$ cat config.mk
export PLATFORM = sky130hd
export DESIGN_NAME = iprio_top
export DESIGN_NICKNAME = d
export VERILOG_FILES = /design/src/iprio_pkg.sv /design/src/iprio_top.sv /design/src/iprio_field.sv /design/src/iprio_reg.sv
export SDC_FILE = /design/constraint.sdc
export NUM_CORES = 1
export LEC_CHECK = 0
export BUFFER_PORTS_ARGS = -buffer_cell sky130_fd_sc_hd__clkbuf_2
export CORE_ASPECT_RATIO = 0.5
export CORE_MARGIN = 5
export CORE_UTILIZATION = 44
export DETAILED_ROUTE_END_ITERATION = 8
export MAX_ROUTING_LAYER = met4
export PLACE_DENSITY = 0.82
export SLEW_MARGIN = 10
export SYNTH_ARGS = -nofsm -noshare
export SYNTH_HDL_FRONTEND = slang
export SYNTH_SLANG_ARGS = --single-unit
$ cat constraint.sdc
create_clock -name aclk -period 1.5 [get_ports aclk]
set_input_delay 0.15 -clock aclk [delete_from_list [all_inputs] [get_ports aclk]]
set_output_delay 0.15 -clock aclk [all_outputs]
set_load 0.05 [all_outputs]
$ cat src/iprio_pkg.sv
package iprio_pkg;

  // ************************************************************
  // register map, byte addresses on the axi4-lite port
  // ************************************************************
  localparam int unsigned IPRIO_NREG = 6;
  localparam int unsigned IPRIO_AW = 5;
  localparam logic [4:0] IPRIO_OFF_TIMER4_COMPARE34 = 5'h00;
  localparam logic [4:0] IPRIO_OFF_UART2_EXT2_TIMER5 = 5'h04;
  localparam logic [4:0] IPRIO_OFF_SPI2 = 5'h08;
  localparam logic [4:0] IPRIO_OFF_CAPTURE345 = 5'h0c;
  localparam logic [4:0] IPRIO_OFF_COMPARE567_CAPTURE6 = 5'h10;
  localparam logic [4:0] IPRIO_OFF_PARPORT_COMPARE8 = 5'h14;

  // ************************************************************
  // field layout: four 3-bit field slots per 16-bit register
  // ************************************************************
  localparam int unsigned IPRIO_FW = 3;
  localparam int unsigned IPRIO_FPOS0 = 0;
  localparam int unsigned IPRIO_FPOS1 = 4;
  localparam int unsigned IPRIO_FPOS2 = 8;
  localparam int unsigned IPRIO_FPOS3 = 12;
  localparam logic [2:0] IPRIO_FIELD_RESET = 3'h4;
  localparam logic [2:0] IPRIO_LEVEL_OFF = 3'h0;

  // implemented-bit masks per register
  localparam logic [15:0] IPRIO_MASK_TIMER4_COMPARE34 = 16'h7770;
  localparam logic [15:0] IPRIO_MASK_UART2_EXT2_TIMER5 = 16'h7777;
  localparam logic [15:0] IPRIO_MASK_SPI2 = 16'h0077;
  localparam logic [15:0] IPRIO_MASK_CAPTURE345 = 16'h7770;
  localparam logic [15:0] IPRIO_MASK_COMPARE567_CAPTURE6 = 16'h7777;
  localparam logic [15:0] IPRIO_MASK_PARPORT_COMPARE8 = 16'h0077;
  // power-on value: 100 in every implemented field
  localparam logic [15:0] IPRIO_RESET_ALL = 16'h4444;

  // ************************************************************
  // axi responses
  // ************************************************************
  localparam logic [1:0] IPRIO_RESP_OKAY = 2'h0;
  localparam logic [1:0] IPRIO_RESP_SLVERR = 2'h2;

  // ************************************************************
  // carriers
  // ************************************************************
  // one register write request
  typedef struct packed {
    logic en;
    logic [2:0] idx;
    logic [15:0] data;
    logic [1:0] strb;
  } iprio_wr_t;

  // priority levels of the eighteen sources
  typedef struct packed {
    logic [2:0] timer_four_prio;
    logic [2:0] compare_four_prio;
    logic [2:0] compare_three_prio;
    logic [2:0] serial_two_tx_prio;
    logic [2:0] serial_two_rx_prio;
    logic [2:0] ext_irq_two_prio;
    logic [2:0] timer_five_prio;
    logic [2:0] sync_serial_two_event_prio;
    logic [2:0] sync_serial_two_fault_prio;
    logic [2:0] capture_five_prio;
    logic [2:0] capture_four_prio;
    logic [2:0] capture_three_prio;
    logic [2:0] compare_seven_prio;
    logic [2:0] compare_six_prio;
    logic [2:0] compare_five_prio;
    logic [2:0] capture_six_prio;
    logic [2:0] parallel_port_prio;
    logic [2:0] compare_eight_prio;
  } iprio_levels_t;

endpackage

$ cat src/iprio_top.sv
`timescale 1ns/100ps
module iprio_top (
  input wire logic aclk,
  input wire logic aresetn,
  input wire logic ce,
  input wire logic [iprio_pkg::IPRIO_AW-1:0] s_axi_awaddr,
  input wire logic [2:0] s_axi_awprot,
  input wire logic s_axi_awvalid,
  output logic s_axi_awready,
  input wire logic [31:0] s_axi_wdata,
  input wire logic [3:0] s_axi_wstrb,
  input wire logic s_axi_wvalid,
  output logic s_axi_wready,
  output logic [1:0] s_axi_bresp,
  output logic s_axi_bvalid,
  input wire logic s_axi_bready,
  input wire logic [iprio_pkg::IPRIO_AW-1:0] s_axi_araddr,
  input wire logic [2:0] s_axi_arprot,
  input wire logic s_axi_arvalid,
  output logic s_axi_arready,
  output logic [31:0] s_axi_rdata,
  output logic [1:0] s_axi_rresp,
  output logic s_axi_rvalid,
  input wire logic s_axi_rready,
  output iprio_pkg::iprio_levels_t levels,
  output logic [17:0] source_enabled
);
  import iprio_pkg::*;

  // ************************************************************
  // behaviour notes
  // ************************************************************
  // register port is axi4-lite: up to two writes and one read in flight
  // write address and write data may arrive in either order
  // each half parks in its own holding flop until the other comes
  // a parked half drops its ready, so nothing is ever overwritten
  // the write commits once both halves are parked and b is free
  // the commit edge raises bvalid and loads the addressed fields
  // levels toward the arbiter change on that same commit edge
  // a read answers on the same edge that takes its address
  // read data is the bank value at the accept edge
  // a write committing on that edge is not yet visible to the read
  // only wdata[15:0] and wstrb[1:0] reach the bank
  // wstrb[0] covers the two low fields, wstrb[1] the two high ones
  // the upper halfword of rdata always reads zero
  // bit 3 of every nibble is a gap bit: no flop, reads zero
  // fields in an unimplemented slot have no flop at all
  // an unmapped or unaligned offset answers slverr
  // an unmapped write leaves every field untouched
  // an unmapped read returns zero data with slverr
  // awprot and arprot are accepted and not used

  // ************************************************************
  // clock enable and reset
  // ************************************************************
  // clock enable low freezes every flop, the bank included
  // readies drop while frozen, so no request is taken and lost
  // a pending bvalid or rvalid keeps standing while frozen
  // the master must not complete a response while frozen:
  // the slot would stay full and the answer would show twice
  // reset is synchronous and wins over the clock enable
  // reset empties both holding flops and both answer slots
  // reset loads 100 into every implemented field
  // so every source comes out of reset enabled at level four
  // hold reset for at least one edge before the first request

  // ************************************************************
  // level outputs
  // ************************************************************
  // levels is a packed set of eighteen 3-bit levels
  // the level equals the field value, seven highest, one lowest
  // a level of zero means the source is switched off
  // source_enabled carries one bit per source in the same order
  // both come straight from the field flops, no extra delay

  // ************************************************************
  // declarations
  // ************************************************************
  // write channel state
  logic aw_held_q; // write address captured
  logic w_held_q; // write data captured
  logic [IPRIO_AW-1:0] awaddr_q;
  logic [15:0] wdata_q;
  logic [1:0] wstrb_q;
  // write response slot
  logic bvalid_q;
  logic [1:0] bresp_q;
  // read answer slot
  logic rvalid_q;
  logic [1:0] rresp_q;
  logic [31:0] rdata_q;
  // commit strobe and bank request
  logic do_write; // both halves present, response free
  iprio_wr_t wr;
  // bank outputs, one entry per register
  logic [15:0] reg_val [IPRIO_NREG];
  logic [3:0] reg_en [IPRIO_NREG];
  // decoded indices and hits
  logic [2:0] wr_idx;
  logic wr_hit;
  logic [2:0] rd_idx;
  logic rd_hit;

  // ************************************************************
  // address decode
  // ************************************************************
  // map a byte address to a register index
  // offsets not in the table miss
  // idx stays 0 on a miss, so the bank index is always legal
  function automatic logic decode(input logic [IPRIO_AW-1:0] a, output logic [2:0] idx);
    logic hit;
    hit = 1'b1;
    idx = 3'h0;
    unique case (a)
      IPRIO_OFF_TIMER4_COMPARE34: idx = 3'h0;
      IPRIO_OFF_UART2_EXT2_TIMER5: idx = 3'h1;
      IPRIO_OFF_SPI2: idx = 3'h2;
      IPRIO_OFF_CAPTURE345: idx = 3'h3;
      IPRIO_OFF_COMPARE567_CAPTURE6: idx = 3'h4;
      IPRIO_OFF_PARPORT_COMPARE8: idx = 3'h5;
      default: hit = 1'b0;
    endcase
    return hit;
  endfunction

  // write side decodes the parked address
  // read side decodes the live address, taken at the same edge
  always_comb begin
    wr_hit = decode(awaddr_q, wr_idx);
    rd_hit = decode(s_axi_araddr, rd_idx);
  end

  // ************************************************************
  // write channel
  // ************************************************************
  // readies drop while a half is parked or the clock is frozen
  assign s_axi_awready = ce && !aw_held_q;
  assign s_axi_wready = ce && !w_held_q;
  // commit only once both halves are in and the answer slot is free
  assign do_write = ce && aw_held_q && w_held_q && !bvalid_q;

  // held until the write commits, then freed
  // capture write address
  always_ff @(posedge aclk) begin
    if (!aresetn) begin
      aw_held_q <= 1'b0;
      awaddr_q <= '0;
    end else if (ce) begin
      if (s_axi_awvalid && !aw_held_q) begin
        aw_held_q <= 1'b1;
        awaddr_q <= s_axi_awaddr;
      end else if (do_write) begin
        aw_held_q <= 1'b0;
      end
    end
  end

  // upper halfword and upper strobes are dropped here
  // capture write data, low halfword only
  always_ff @(posedge aclk) begin
    if (!aresetn) begin
      w_held_q <= 1'b0;
      wdata_q <= '0;
      wstrb_q <= '0;
    end else if (ce) begin
      if (s_axi_wvalid && !w_held_q) begin
        w_held_q <= 1'b1;
        wdata_q <= s_axi_wdata[15:0];
        wstrb_q <= s_axi_wstrb[1:0];
      end else if (do_write) begin
        w_held_q <= 1'b0;
      end
    end
  end

  // bvalid stands until bready, slverr on a miss
  // write response
  always_ff @(posedge aclk) begin
    if (!aresetn) begin
      bvalid_q <= 1'b0;
      bresp_q <= IPRIO_RESP_OKAY;
    end else if (ce) begin
      if (do_write) begin
        bvalid_q <= 1'b1;
        bresp_q <= wr_hit ? IPRIO_RESP_OKAY : IPRIO_RESP_SLVERR;
      end else if (s_axi_bready) begin
        bvalid_q <= 1'b0;
      end
    end
  end

  assign s_axi_bvalid = bvalid_q;
  assign s_axi_bresp = bresp_q;

  // a miss never raises the bank write enable
  // write request toward the register bank
  always_comb begin
    wr.en = do_write && wr_hit;
    wr.idx = wr_idx;
    wr.data = wdata_q;
    wr.strb = wstrb_q;
  end

  // ************************************************************
  // register bank
  // ************************************************************
  // implemented-bit mask per register, in index order
  // a zero nibble in a mask means no storage in that slot
  localparam logic [15:0] MASKS [IPRIO_NREG] = '{
    IPRIO_MASK_TIMER4_COMPARE34,
    IPRIO_MASK_UART2_EXT2_TIMER5,
    IPRIO_MASK_SPI2,
    IPRIO_MASK_CAPTURE345,
    IPRIO_MASK_COMPARE567_CAPTURE6,
    IPRIO_MASK_PARPORT_COMPARE8
  };

  // one register instance per index
  // the write enable reaches only the addressed register
  for (genvar r = 0; r < IPRIO_NREG; r++) begin : g_reg
    iprio_reg #(
      .MASK(MASKS[r])
    ) u_reg (
      .aclk(aclk),
      .aresetn(aresetn),
      .ce(ce),
      .wr_en(wr.en && (wr.idx == 3'(r))),
      .wr_data(wr.data),
      .wr_strb(wr.strb),
      .value(reg_val[r]),
      .enabled(reg_en[r])
    );
  end

  // ************************************************************
  // read channel
  // ************************************************************
  // address taken only while no answer is pending and not frozen
  assign s_axi_arready = ce && !rvalid_q;

  // bank value captured at the accept edge
  // one-cycle read answer
  always_ff @(posedge aclk) begin
    if (!aresetn) begin
      rvalid_q <= 1'b0;
      rresp_q <= IPRIO_RESP_OKAY;
      rdata_q <= '0;
    end else if (ce) begin
      if (s_axi_arvalid && !rvalid_q) begin
        rvalid_q <= 1'b1;
        rresp_q <= rd_hit ? IPRIO_RESP_OKAY : IPRIO_RESP_SLVERR;
        rdata_q <= rd_hit ? {16'h0000, reg_val[rd_idx]} : 32'h0000_0000;
      end else if (s_axi_rready) begin
        rvalid_q <= 1'b0;
      end
    end
  end

  assign s_axi_rvalid = rvalid_q;
  assign s_axi_rresp = rresp_q;
  assign s_axi_rdata = rdata_q;

  // ************************************************************
  // level outputs toward the arbiter
  // ************************************************************
  // field placement per register
  // gap bits are never routed here
  assign levels.timer_four_prio = reg_val[0][14:12];
  assign levels.compare_four_prio = reg_val[0][10:8];
  assign levels.compare_three_prio = reg_val[0][6:4];
  assign levels.serial_two_tx_prio = reg_val[1][14:12];
  assign levels.serial_two_rx_prio = reg_val[1][10:8];
  assign levels.ext_irq_two_prio = reg_val[1][6:4];
  assign levels.timer_five_prio = reg_val[1][2:0];
  assign levels.sync_serial_two_event_prio = reg_val[2][6:4];
  assign levels.sync_serial_two_fault_prio = reg_val[2][2:0];
  assign levels.capture_five_prio = reg_val[3][14:12];
  assign levels.capture_four_prio = reg_val[3][10:8];
  assign levels.capture_three_prio = reg_val[3][6:4];
  assign levels.compare_seven_prio = reg_val[4][14:12];
  assign levels.compare_six_prio = reg_val[4][10:8];
  assign levels.compare_five_prio = reg_val[4][6:4];
  assign levels.capture_six_prio = reg_val[4][2:0];
  assign levels.parallel_port_prio = reg_val[5][6:4];
  assign levels.compare_eight_prio = reg_val[5][2:0];

  // a zero level disables its source
  // the arbiter ignores a disabled source outright
  // per-source enable, same order as levels, msb first
  assign source_enabled = {
    reg_en[0][3], reg_en[0][2], reg_en[0][1],
    reg_en[1][3], reg_en[1][2], reg_en[1][1], reg_en[1][0],
    reg_en[2][1], reg_en[2][0],
    reg_en[3][3], reg_en[3][2], reg_en[3][1],
    reg_en[4][3], reg_en[4][2], reg_en[4][1], reg_en[4][0],
    reg_en[5][1], reg_en[5][0]
  };

endmodule

$ cat src/iprio_field.sv
`timescale 1ns/100ps
// one 3-bit priority field with write strobe
module iprio_field (
  input wire logic aclk,
  input wire logic aresetn,
  input wire logic ce,
  input wire logic wr_en,
  input wire logic [2:0] wr_data,
  output logic [2:0] level,
  output logic enabled
);
  import iprio_pkg::*;

  logic [2:0] level_q;

  // ************************************************************
  // field storage
  // ************************************************************
  // reset to 100, then last written value
  always_ff @(posedge aclk) begin
    if (!aresetn) begin
      level_q <= IPRIO_FIELD_RESET;
    end else if (ce && wr_en) begin
      level_q <= wr_data;
    end
  end

  // field value is the level itself, 111 top, 001 lowest
  assign level = level_q;
  // zero disables the source
  assign enabled = (level_q != IPRIO_LEVEL_OFF);

endmodule

$ cat src/iprio_reg.sv
`timescale 1ns/100ps
// one 16-bit priority register of four field slots
module iprio_reg #(
  parameter logic [15:0] MASK = 16'hffff
) (
  input wire logic aclk,
  input wire logic aresetn,
  input wire logic ce,
  input wire logic wr_en,
  input wire logic [15:0] wr_data,
  input wire logic [1:0] wr_strb,
  output logic [15:0] value,
  output logic [3:0] enabled
);
  import iprio_pkg::*;

  logic [15:0] raw;

  // ************************************************************
  // field slots
  // ************************************************************
  // only masked slots hold storage
  for (genvar i = 0; i < 4; i++) begin : g_slot
    if (MASK[i*4]) begin : g_impl
      logic [2:0] lvl;
      logic en;
      iprio_field u_field (
        .aclk(aclk),
        .aresetn(aresetn),
        .ce(ce),
        .wr_en(wr_en && wr_strb[i/2]),
        .wr_data(wr_data[i*4 +: 3]),
        .level(lvl),
        .enabled(en)
      );
      assign raw[i*4 +: 4] = {1'b0, lvl};
      assign enabled[i] = en;
    end else begin : g_none
      // unimplemented slot reads zero
      assign raw[i*4 +: 4] = 4'h0;
      assign enabled[i] = 1'b0;
    end
  end

  // gap bits forced to zero
  assign value = raw & MASK;

endmodule

==> impl_metrics.ini <==
[clock_tree]
cts_made_buffers = 9
htreeDepth = 3
clock_tree.buffer_depth = 2
clk_transition_reported_paths_ps = 60
cts_root_buf = clkbuf_16
cts_num_sinks = 91
cts_tree = yes
worst_skew_pair.late_latency_ps = 340
cts_hold_buf = 0

[placement]
globalplace.congestion = 0.916
dp_cells = 742
place.detailed.hpwl_um = 9120
post_dp_cell_area_mm2 = 0.00513
dp_slack_ps = -77.1
portBuffers = 122

[layout]
drive_gt1_share_pct = 31.6
nNetsFinal = 682
antenna_cells = 0
layout-area-overhead-vs-synth_pct = 25.8
nFillCells = 855
layout.cells.non_filler = 762
cell_area_after_layout_mm2 = 0.00555

[logic_synthesis]
synth.yosys.warnings = 0
ys_async_sr_fraction_pct = 0
yosys-top-cells-area = dfxtp_1 41%, mux2i_1 9.1%, nand2_1 8.0%
synth_edf_count = 0
synthFlopType = dfxtp_1
ys_types = 52
synth.yosys.seq_area_share_pct = 41.3
synth.cell_area_mm2 = 0.00441
leading_cell_types_by_count_after_synthesis = 94 x nand2_1, 91 x dfxtp_1, 43 x buf_4
avgSynthCellArea_um2 = 8.82
postSynthRegisterBits = 91
cell_accounting_for_the_most_synthesized_area = dfxtp_1
netlist_instances = 500
synth_most_common_cell = nand2_1
synth_top_area_share_pct = 41.3

[floorplan]
die_height_um = 80.8
dieWidth_um = 152
io_pins = 173
core_area_mm2 = 0.00960
initial_core_utilization_pct = 45.9
design.die.area_mm2 = 0.0122
floorplan.rows = 25

[grt]
number_of_antenna_violations_at_the_first_check_in_global_routing = 0
grt_start_max_net_pins = 99
grt_pass1_vias = 3709
grt_usage_pct = 20.5
global_route.overflow_total = 0
grt_pass1_wl_um = 19300

[min_path]
min_path_type = input pin to register

[routing]
first_pass_iters = 5
post-route-drc-count = 0
route.detailed.wl_per_inst_um = 16.1
drt-initial-drc-count = 295
drt-total-wl_um = 12300
via_per_inst = 5.17
postRouteAntennaNets = 0
vias = 3939

[worst_setup_path]
startpoint_type = register
worstPathArrival_ps = 1700
critical_path.endpoint_type = register
critical_path_required_ps = 1720
worstPathMaxFanout = 6
critical_path_class = register to register

[timing]
hold-worst-slack_ps = 45.5
part_of_the_cycle_the_worst_path_needs_pct = 98.5
hold_violations = 0
transition_time_at_the_pin_with_the_least_slew_margin_ps = 599
setup_viol = 0
rsz0062_at_grt = yes
setup-tns-final_ps = 0
slew_violations = 0
min_period_ps = 1480
timing.fmax_mhz = 677
timing.clock.skew_ps = 8.23
postLayoutSetupSlackWorst_ps = 22.1
timing.max_slew.rel_slack_pct = 60.0

[run]
max_cap_viol_count = 0

[power]
irDropWorstVdd_mv = 0.655
power.density_mw_per_mm2 = 967
leakage_nw = 2.44

[outcome]
run_status = complete, no violations
what timing repair did:
action | CTS | global route
resized for setup | 3 | 29
pin swaps | 1 | 1
gates cloned | 0 | 0
setup buffers | 1 | 3
endpoints found under the setup margin | 23 | 56
flip-flops by register name (all words and copies together), names as in the netlist, 2 cells and up:
register,flops
awaddr_q,5
g.u_reg.g_slot.g_impl.u_field.level,54
s_axi_rdata,12
wdata_q,12
wstrb_q,2
report_power, final:
part	internal (mW)	leakage, nW	switching [mW]
Clock	1.39	0.152	0.934
Sequential	2.45	0.739	0.0460
Combinational	0.166	1.55	0.378
Total	4.01	2.44	1.36
metal layers:
layer	global-route usage [%]	wire length [µm]	vias up
met3	4.57	818	11
li1	-	-	1944
met4	4.39	121	0
met5	-	0	-
met2	32.7	5720	143
met1	27.0	5600	1841
layout by cell type (no fill, tap or decap), types with 3 or more instances in the layout:
master,netlist,layout
clkbuf_2,0,112
nand2_1,94,94
dfxtp_1,91,85
mux2i_1,40,40
o21ai_0,31,30
buf_4,43,28
nand3_1,27,27
a21boi_0,24,24
conb_1,1,22
nor2b_1,22,19
or3_1,19,19
nor2_1,12,11
clkbuf_16,0,9
o2bb2ai_1,7,7
buf_2,5,7
dfxtp_2,0,6
o21a_1,5,5
a221oi_1,4,4
o21ai_1,3,4
buf_6,1,4
buf_12,0,4
nand3b_1,3,3
nand4_4,0,3
nor3_1,3,3
o221ai_1,3,3
a22o_1,3,3
o211ai_1,3,3
critical path, cell delays in order, from the launching register on:
cell and delay, ps:
dfxtp_2 340, and4b_2 340, buf_6 160, nand4_2 100, buf_12 160, mux2i_1 180, nor2b_1 80
cells by family after synthesis:
kind of cell | after synthesis | synth area share [%]
compound gates | 97 | 15.1
buf+inv | 68 | 9.76
mux | 40 | 9.08
flops | 91 | 41.3
other cells | 1 | 0.0850
simple gates | 203 | 24.7
final timing paths:
path | from | to | slack, ps | cells past startpoint
worst max register to register | s_axi_bvalid | register | 20 | 6
worst min-delay path | s_axi_wdata[10] | wdata_q[10] | 50 | 3
worst max-delay path | s_axi_bvalid | register | 20 | 6
worst min register to register | s_axi_rdata[9] | s_axi_rdata[9] | 460 | 2
per-stage QoR:
stage,util [%],total power [mW]
floorplan,-,2.97
CTS,56.8,5.38
global route,57.8,5.57
global placement,53.4,3.07
detailed placement,53.4,3.08
finish,57.8,5.36
area by class of cell:
type	count	area (µm²)	share of cell area (%)
inverter	2	7.51	0.135
tap	135	169	3.04
timing repair buffer	156	938	16.9
clock inverter	5	60.1	1.08
multi-input combinational	362	2290	41.3
sequential	91	1830	33.0
clock buffer	11	253	4.55
Note: power is estimated with default switching activity, not from simulation.
